`src/rtl/eeprom_pkg.sv`:
```
package eeprom_pkg;
    localparam logic [7:0] OP_READ = 8'h03;
    localparam logic [7:0] OP_WRITE = 8'h02;
    localparam logic [7:0] OP_WREN = 8'h06;
    localparam logic [7:0] OP_WRDI = 8'h04;
    localparam logic [7:0] OP_RDSR = 8'h05;
    localparam logic [7:0] OP_WRSR = 8'h01;
    localparam int BIT_PROT_EN = 7;
    localparam int BIT_BP_HI = 3;
    localparam int BIT_BP_LO = 2;
    localparam int BIT_WEL = 1;
    localparam int BIT_BUSY = 0;
    localparam int ADDR_W = 13;
    localparam int PAGE_BITS = 5;
    localparam int DATA_W = 8;
    localparam int FIFO_DEPTH = 32;
    localparam logic [2:0] NV_RESET = 3'h0;
    localparam logic [12:0] PROT_QTR_BASE = 13'h1800;
    localparam logic [12:0] PROT_HALF_BASE = 13'h1000;
    localparam int CLK_PERIOD_NS = 100;
    localparam int TWC_MS = 5;
    localparam int TWC_CYCLES = TWC_MS * 1000000 / CLK_PERIOD_NS;
    typedef enum logic [2:0] {
        ST_CMD = 3'b000,
        ST_ADDR = 3'b001,
        ST_WDATA = 3'b010,
        ST_RDATA = 3'b011,
        ST_STAT = 3'b100,
        ST_SKIP = 3'b101
    } phase_t;
    typedef struct packed {
        logic prot_en;
        logic bp_hi;
        logic bp_lo;
    } nv_status_t;
    typedef struct packed {
        logic start;
        logic abort;
        logic status;
        logic [12:0] addr;
    } wr_evt_t;
endpackage

```
`src/rtl/serial_eeprom_select_protect.sv`:
```
// Functional notes
// - Chip select low selects; high deselects and enters standby once no write cycle runs.
// - A started write cycle runs to its end regardless of chip select.
// - Standby with select high is entered only once the write cycle ends.
// - Serial output is released to high impedance whenever deselected.
// - Write cycle begins on select rising after a complete valid write.
// - After reset nothing is accepted until a select falling edge.
// - Read data changes only after serial clock falling edges, one bit each.
// - Internal write cycle lasts at most 5 ms.
// - Pin low with protect enable set refuses status writes only.
// - Pin high allows every function including status writes.
// - Pin low anytime during a status write aborts it when enabled.
// - Pin falling after the write cycle starts leaves that cycle alone.
// - Protect enable clear means the pin is ignored entirely.
// - Serial input bits are sampled on serial clock rising edges.
// - Status: protect enable 7, block protect 3 and 2, latch 1, busy 0.
// - Busy flag reads one during a write cycle, zero otherwise.
`timescale 1ns/10ps
module byte_fifo #(
    parameter int WIDTH = 8,
    parameter int DEPTH = 32
) (
    input wire logic clk,
    input wire logic rst_n,
    input wire logic in_valid,
    output logic in_ready,
    input wire logic [WIDTH-1:0] in_data,
    output logic out_valid,
    input wire logic out_ready,
    output logic [WIDTH-1:0] out_data
);
    localparam int AW = $clog2(DEPTH);
    logic [WIDTH-1:0] mem [DEPTH];
    logic [AW-1:0] wr_ptr;
    logic [AW-1:0] rd_ptr;
    logic [AW:0] count;
    logic push;
    logic pop;
    assign in_ready = count != (AW+1)'(DEPTH);
    assign out_valid = count != '0;
    assign push = in_valid & in_ready;
    assign pop = out_valid & out_ready;
    assign out_data = mem[rd_ptr];
    always_ff @(posedge clk) begin
        if (push) begin
            mem[wr_ptr] <= in_data;
        end
    end
    always_ff @(posedge clk) begin
        if (!rst_n) begin
            wr_ptr <= '0;
            rd_ptr <= '0;
            count <= '0;
        end else begin
            if (push) begin
                wr_ptr <= (wr_ptr == AW'(DEPTH - 1)) ? '0 : wr_ptr + 1'b1;
            end
            if (pop) begin
                rd_ptr <= (rd_ptr == AW'(DEPTH - 1)) ? '0 : rd_ptr + 1'b1;
            end
            count <= count + (AW+1)'(push) - (AW+1)'(pop);
        end
    end
endmodule // byte_fifo

module serial_eeprom_select_protect import eeprom_pkg::*; #(
    parameter int WRITE_CYCLES = TWC_CYCLES
) (
    input wire logic CLK_SYS,
    input wire logic RSTN,
    input wire logic CS_N,
    input wire logic SCK,
    input wire logic SI,
    input wire logic WP_N,
    output logic SO,
    output logic SO_OE,
    output logic [ADDR_W-1:0] ADDR,
    input wire logic [DATA_W-1:0] RD_DATA,
    output logic [DATA_W-1:0] WR_BYTE,
    output logic WR_VALID,
    input wire logic WR_READY,
    output wr_evt_t WR_EVT,
    output logic [7:0] STATUS,
    output logic SELECTED,
    output logic STANDBY,
    output logic BUSY
);
    localparam int CW = $clog2(WRITE_CYCLES + 1);
    logic [1:0] cs_s, sck_s, si_s, wp_s;
    logic cs_d, sck_d;
    logic sck_rise, sck_fall, cs_fall, cs_rise;
    logic armed, active;
    logic [2:0] settle;
    phase_t phase;
    logic [7:0] op, shift, new_byte, out_sh;
    logic [2:0] bitcnt, obit, nbytes;
    logic byte_done;
    logic [ADDR_W-1:0] addr, start_addr;
    nv_status_t nv, staged;
    logic write_enable_latch, busy, wp_seen, ovf, so_q, out_en;
    logic [CW-1:0] busy_cnt;
    logic fifo_ready, push, complete, wr_blocked, bp_hit, array_ok, status_ok, seq_end;

    // two-flop synchronisers; first stage read only by the second
    always_ff @(posedge CLK_SYS) begin
        if (!RSTN) begin
            cs_s <= 2'h3;
            sck_s <= 2'h0;
            si_s <= 2'h0;
            wp_s <= 2'h3;
            cs_d <= 1'b1;
            sck_d <= 1'b0;
        end else begin
            cs_s <= {cs_s[0], CS_N};
            sck_s <= {sck_s[0], SCK};
            si_s <= {si_s[0], SI};
            wp_s <= {wp_s[0], WP_N};
            cs_d <= cs_s[1];
            sck_d <= sck_s[1];
        end
    end
    assign sck_rise = sck_s[1] & ~sck_d;
    assign sck_fall = ~sck_s[1] & sck_d;
    assign cs_fall = ~cs_s[1] & cs_d;
    assign cs_rise = cs_s[1] & ~cs_d;
    assign active = armed & ~cs_s[1];
    assign new_byte = {shift[6:0], si_s[1]};
    assign byte_done = active & sck_rise & (bitcnt == 3'h7);
    assign push = byte_done & (phase == ST_WDATA) & (op == OP_WRITE);

    // power-up lockout until the first select fall; a select already low
    // at release looks like a fall to the synchroniser, so the first three
    // cycles after release cannot arm
    always_ff @(posedge CLK_SYS) begin
        if (!RSTN) begin
            armed <= 1'b0;
            settle <= 3'h0;
        end else begin
            settle <= {settle[1:0], 1'b1};
            if (cs_fall && settle[2]) begin
                armed <= 1'b1;
            end
        end
    end

    always_ff @(posedge CLK_SYS) begin
        if (!RSTN || !active) begin
            bitcnt <= 3'h0;
            shift <= 8'h00;
        end else if (sck_rise) begin
            bitcnt <= bitcnt + 3'h1;
            shift <= new_byte;
        end
    end

    always_ff @(posedge CLK_SYS) begin
        if (!RSTN || !active) begin
            phase <= ST_CMD;
            nbytes <= 3'h0;
            op <= 8'h00;
        end else if (byte_done) begin
            nbytes <= (nbytes == 3'h7) ? nbytes : nbytes + 3'h1;
            case (phase)
                ST_CMD: begin
                    op <= new_byte;
                    if (new_byte == OP_READ || new_byte == OP_WRITE) begin
                        phase <= ST_ADDR;
                    end else if (new_byte == OP_RDSR) begin
                        phase <= ST_STAT;
                    end else if (new_byte == OP_WRSR) begin
                        phase <= ST_WDATA;
                    end else begin
                        phase <= ST_SKIP;
                    end
                end
                ST_ADDR: begin
                    if (nbytes == 3'h2) begin
                        // array is unreadable while a write cycle runs
                        if (op == OP_WRITE) begin
                            phase <= ST_WDATA;
                        end else begin
                            phase <= busy ? ST_SKIP : ST_RDATA;
                        end
                    end
                end
                ST_WDATA, ST_RDATA, ST_STAT, ST_SKIP: phase <= phase;
                default: phase <= ST_SKIP;
            endcase
        end
    end

    always_ff @(posedge CLK_SYS) begin
        if (!RSTN) begin
            addr <= '0;
            start_addr <= '0;
            staged <= NV_RESET;
        end else if (byte_done) begin
            if (phase == ST_ADDR && nbytes == 3'h1) begin
                addr[12:8] <= new_byte[4:0];
            end else if (phase == ST_ADDR) begin
                addr[7:0] <= new_byte;
                start_addr <= {addr[12:8], new_byte};
            end else if (push) begin
                // page writes wrap inside the page
                addr[PAGE_BITS-1:0] <= addr[PAGE_BITS-1:0] + 5'h01;
            end else if (phase == ST_RDATA) begin
                addr <= addr + 13'h0001;
            end else if (phase == ST_WDATA && nbytes == 3'h1) begin
                staged <= '{new_byte[BIT_PROT_EN], new_byte[BIT_BP_HI], new_byte[BIT_BP_LO]};
            end
        end
    end

    // a byte that finds the fifo full spoils the whole write sequence
    always_ff @(posedge CLK_SYS) begin
        if (!RSTN) begin
            ovf <= 1'b0;
            wp_seen <= 1'b0;
        end else begin
            // set wins over the clear, so a pin low in the select-fall cycle counts
            if (cs_fall) begin
                ovf <= 1'b0;
                wp_seen <= 1'b0;
            end
            if (push && !fifo_ready) begin
                ovf <= 1'b1;
            end
            if (active && !wp_s[1]) begin
                wp_seen <= 1'b1;
            end
        end
    end

    byte_fifo #(.WIDTH(DATA_W), .DEPTH(FIFO_DEPTH)) u_fifo (
        .clk(CLK_SYS),
        .rst_n(RSTN),
        .in_valid(push),
        .in_ready(fifo_ready),
        .in_data(new_byte),
        .out_valid(WR_VALID),
        .out_ready(WR_READY),
        .out_data(WR_BYTE)
    );

    assign complete = bitcnt == 3'h0;
    assign seq_end = cs_rise & armed;
    assign wr_blocked = nv.prot_en & (wp_seen | ~wp_s[1]);
    always_comb begin
        case ({nv.bp_hi, nv.bp_lo})
            2'b01: bp_hit = start_addr >= PROT_QTR_BASE;
            2'b10: bp_hit = start_addr >= PROT_HALF_BASE;
            2'b11: bp_hit = 1'b1;
            default: bp_hit = 1'b0;
        endcase
    end
    assign array_ok = (op == OP_WRITE) & (phase == ST_WDATA) & complete & (nbytes >= 3'h4)
                      & write_enable_latch & ~busy & ~ovf & ~bp_hit;
    assign status_ok = (op == OP_WRSR) & (phase == ST_WDATA) & complete & (nbytes == 3'h2)
                       & write_enable_latch & ~busy & ~wr_blocked;

    always_ff @(posedge CLK_SYS) begin
        if (!RSTN) begin
            nv <= NV_RESET;
        end else if (seq_end && status_ok) begin
            nv <= staged;
        end
    end

    // write cycle timer, deaf to select and protect pin once started
    always_ff @(posedge CLK_SYS) begin
        if (!RSTN) begin
            busy <= 1'b0;
            busy_cnt <= '0;
        end else if (busy) begin
            busy_cnt <= busy_cnt - 1'b1;
            if (busy_cnt == '0) begin
                busy <= 1'b0;
            end
        end else if (seq_end && (array_ok || status_ok)) begin
            busy <= 1'b1;
            busy_cnt <= CW'(WRITE_CYCLES - 1);
        end
    end

    always_ff @(posedge CLK_SYS) begin
        if (!RSTN) begin
            write_enable_latch <= 1'b0;
        end else if (busy && busy_cnt == '0) begin
            write_enable_latch <= 1'b0;
        end else if (seq_end && nbytes == 3'h1 && complete && op == OP_WREN) begin
            write_enable_latch <= 1'b1;
        end else if (seq_end && nbytes == 3'h1 && complete && op == OP_WRDI) begin
            write_enable_latch <= 1'b0;
        end
    end

    always_ff @(posedge CLK_SYS) begin
        if (!RSTN) begin
            WR_EVT <= '0;
        end else begin
            WR_EVT.start <= seq_end & (array_ok | status_ok);
            WR_EVT.abort <= seq_end & (op == OP_WRITE || op == OP_WRSR)
                            & (phase == ST_WDATA) & ~array_ok & ~status_ok;
            WR_EVT.status <= op == OP_WRSR;
            WR_EVT.addr <= start_addr;
        end
    end

    // serial output shifts on falling edges only
    always_ff @(posedge CLK_SYS) begin
        if (!RSTN || !active) begin
            so_q <= 1'b0;
            out_en <= 1'b0;
            obit <= 3'h0;
            out_sh <= 8'h00;
        end else if (sck_fall && (phase == ST_RDATA || phase == ST_STAT)) begin
            out_en <= 1'b1;
            obit <= obit + 3'h1;
            if (obit == 3'h0) begin
                so_q <= (phase == ST_STAT) ? STATUS[7] : RD_DATA[7];
                out_sh <= (phase == ST_STAT) ? {STATUS[6:0], 1'b0} : {RD_DATA[6:0], 1'b0};
            end else begin
                so_q <= out_sh[7];
                out_sh <= {out_sh[6:0], 1'b0};
            end
        end
    end

    assign STATUS = {nv.prot_en, 3'h0, nv.bp_hi, nv.bp_lo, write_enable_latch, busy};
    assign SO = so_q;
    assign SO_OE = out_en;
    assign ADDR = addr;
    assign BUSY = busy;
    assign SELECTED = active;
    assign STANDBY = cs_s[1] & ~busy;

    logic [CW:0] busy_age;
    always_ff @(posedge CLK_SYS) begin
        if (!RSTN || !busy) begin
            busy_age <= '0;
        end else begin
            busy_age <= busy_age + 1'b1;
        end
    end
endmodule // serial_eeprom_select_protect

```
`config.mk`:
```
export PLATFORM = sky130hd
export DESIGN_NAME = serial_eeprom_select_protect
export DESIGN_NICKNAME = d
export VERILOG_FILES = /design/src/rtl/eeprom_pkg.sv /design/src/rtl/serial_eeprom_select_protect.sv
export SDC_FILE = /design/constraint.sdc
export NUM_CORES = 1
export LEC_CHECK = 0
export BUFFER_PORTS_ARGS = -buffer_cell sky130_fd_sc_hd__buf_2
export CORE_MARGIN = 1.5
export CORE_UTILIZATION = 25
export CTS_CLUSTER_SIZE = 20
export DETAILED_ROUTE_END_ITERATION = 10
export PLACE_DENSITY = 0.39
export SLEW_MARGIN = 20
export SYNTH_ARGS = -nofsm -noshare
export SYNTH_HDL_FRONTEND = slang
export SYNTH_SLANG_ARGS = --single-unit
```
`constraint.sdc`:
```
create_clock -name CLK_SYS -period 7.1 [get_ports CLK_SYS]
set_input_delay 1.065 -clock CLK_SYS [delete_from_list [all_inputs] [get_ports CLK_SYS]]
set_output_delay 1.065 -clock CLK_SYS [all_outputs]
set_load 0.01 [all_outputs]
```
==> flow_metrics.tcl <==
set metrics [dict create \
    grt_setup_unrepaired "no" \
    crit_type "reg -> out" \
    syn_to_final_growth_pct 18.32 \
    synth_commonest_cells "256 x edfxtp_1, 139 x dfxtp_1, 101 x nor2_1" \
    grt_pass1_wl_um 61820 \
    synth_top_cell_area_share_pct 48.05 \
    status "completed" \
    met2_usage_pct 20.12 \
    post-route-drc-count 0 \
    crit_path_max_fanout 38 \
    firstDrtPassIters 7 \
    grt_overflow 0 \
    grt_pass1_vias 9617 \
    cts_tree "built" \
    post-cts-setup-buffer-count 0 \
    cap_violations 0 \
    required_ns 6.03 \
    hold_ws_ns 0.4065 \
    grt-busiest-layer "met2" \
    min_path_type "reg -> reg" \
    maxSlewViolCount 0 \
    clock_skew_ns 0.01808 \
    slowest_delay_ns 0.87 \
    yosys_most_used_dff "edfxtp_1" \
    synth_area_leaders "edfxtp_1 48%, dfxtp_1 17%, mux4_2 9.0%" \
    critical_path_buf_inv_count 2 \
    die_y_um 256.0 \
    multi_input_area_sq_um 5139 \
    postCtsHoldBufs 0 \
    cp-start-kind "flop" \
    synth-seq-area-share_pct 65.44 \
    ctsResizeCount 0 \
    avgSynthCellArea_sq_um 13.79 \
    wl_per_cell_um 19.47 \
    swShare_pct 21.63 \
    met1_usage_pct 17.07 \
    routed_wl_um 41070 \
    h-tree-depth 2 \
    fill_cells 6305 \
    yosys.cell_types.count 71 \
    yosysTopAreaCell "edfxtp_1" \
    cts.sinks 395 \
    tns_ns 0 \
    crit_family "flip-flops" \
    clock_latency_ns 0.57 \
    grt_max_degree 44 \
    relSlewSlack_pct 37.25 \
    crit_chain "buf_4, mux4_2, a2111oi_0, nor4_1, buf_2" \
    gp_congestion 0.7229 \
    ir_drop_mv 0.1487 \
    setup_viol 0 \
    synthCells 1160 \
    yosysMostFrequentCell "edfxtp_1" \
    internal_power_mw 4.269 \
    num_rows 92 \
    power_frac_comb_pct 5.8 \
    dieArea_sq_um 65520 \
    start_util_pct 25.32 \
    num_vias 9547 \
    seqPwrFrac_pct 46.0 \
    io_pins 66 \
    use_met3_pct 2.050 \
    cts_max_path_buffers 3 \
    coreArea_sq_um 63200 \
    cts_root_buffer "clkbuf_16" \
    fin_nets 1268 \
    syn_area_sq_um 16000 \
    dp_hpwl_um 25670 \
    drive_above_1_share_pct 19.26 \
    switchingPower_mw 1.179 \
    routed_via_density 4.527 \
    clkTransAtPathRegs_ns 0.06 \
    p_leak_nw 6.632 \
    grt_usage_pct 12.54 \
    arrival_ns 3.44 \
    crit_slowest_cell "dfxtp_4" \
    fmax_mhz 221.9 \
    synth-edff-count 256 \
    grt_antenna_before_repair 0 \
    worst_pin_slew_ns 0.9412 \
    ys_seq_elements 395 \
    die_x_um 256.0 \
    dr.first_iter.drc_count 614 \
    detail-route-antenna-nets 0 \
    synth-async-reset-ratio_pct 0 \
    yosys_warnings 0 \
    period_share_pct 63.47 \
    hold_viol_final 0 \
    power_frac_clock_pct 48.2 \
    cts_buffers 46 \
    powerDensity_nw_per_um2 287.8 \
    utilization_pct 29.95 \
    fin_crit_ns 4.506 \
    regArea_sq_um 10480 \
    port_buffers 62 \
    end_kind "primary output" \
]
flip-flops by register name, indices dropped and copies added (netlist names), 5 cells and up, named ones only:
name / flops
WR_EVT: 16
u_fifo.wr_ptr: 5
u_fifo.count: 6
ADDR: 13
out_sh: 7
shift: 7
start_addr: 13
op: 8
busy_cnt: 16
u_fifo.rd_ptr: 5
u_fifo.mem: 256
metal layers:
metal | routed length, um | vias to the layer above
met5 | 0 | -
met4 | 1102 | 0
met3 | 1561 | 67
met2 | 19160 | 175
met1 | 19240 | 4804
li1 | - | 4501
cells in the final DEF (no fill, tap or decap), types with 4 or more instances in the layout:
master,Yosys,routed
bufinv_16,0,11
and2_1,24,24
xor2_1,6,6
a2111oi_0,8,8
nand3b_1,10,10
or3_1,7,7
ha_1,27,27
a211oi_1,10,10
edfxtp_1,256,256
clkbuf_8,0,5
nor2_1,101,101
nor2b_1,14,14
nor4_1,12,12
and3_1,6,6
nand3_1,28,28
clkbuf_16,0,47
mux4_2,64,64
a21oi_1,58,58
clkbuf_1,39,10
dfxtp_1,139,137
mux2i_1,22,22
nor3_1,16,16
nand2b_1,16,16
o221a_2,4,4
a311oi_1,4,4
buf_4,6,17
inv_1,32,32
xnor2_1,10,10
o22ai_1,28,28
o21ai_0,18,18
o31ai_1,4,4
a31oi_1,10,10
or3b_2,6,6
buf_2,13,62
nand2_1,97,97
layout make-up:
| cell class | count | area share [%] |
|---|---|---|
| antenna | 1 | 0.01322 |
| sequential | 395 | 55.34 |
| timing repair buffer | 79 | 2.313 |
| tap | 846 | 5.592 |
| multi-input combinational | 670 | 27.15 |
| clock inverter | 23 | 2.168 |
| clock buffer | 62 | 6.775 |
| inverter | 33 | 0.6544 |
power groups by stage:
stage,clock network (mW),registers [mW],logic [mW]
after floorplan,0,2.50,0.293
after global placement,0,2.56,0.323
after detailed placement,0,2.56,0.324
after CTS,2.71,2.51,0.325
after global routing,2.79,2.52,0.359
final,2.62,2.51,0.318
worst paths after layout:
kind / start / endpoint / slack (ns) / cells after the start
worst max-delay path: flop / WR_BYTE[1] / 2.59 / 5
worst min-delay path: cs_s[0]$_SDFF_PN1_ / cs_s[1]$_SDFF_PN1_ / 0.41 / 1
worst max register to register: sck_s[1]$_SDFF_PN0_ / u_fifo.mem[29][2]$_DFFE_PP_ / 3.15 / 6
worst min register to register: cs_s[0]$_SDFF_PN1_ / cs_s[1]$_SDFF_PN1_ / 0.41 / 1
metrics by stage:
stage	instances	cell area, sq um	setup slack [ns]	power (mW)
floorplan	1162	16010	4.072	2.798
global placement	2023	17230	3.059	2.882
detailed placement	2023	17230	3.077	2.883
CTS	2108	18930	2.444	5.545
global route	2108	18930	2.267	5.664
finish	2109	18930	2.594	5.448
kinds of logic after synthesis:
kind of cell             synth area share [%]
AO/OA/AOI/OAI                           7.093
XOR/XNOR                               0.8759
adder cells (fa/ha/maj)                 2.237
buffers and inverters                   2.518
flip-flops                              65.44
multiplexers                            10.39
other                                 0.02344
AND/OR/NAND/NOR                         11.43
Power figures use the tool's default switching activity.
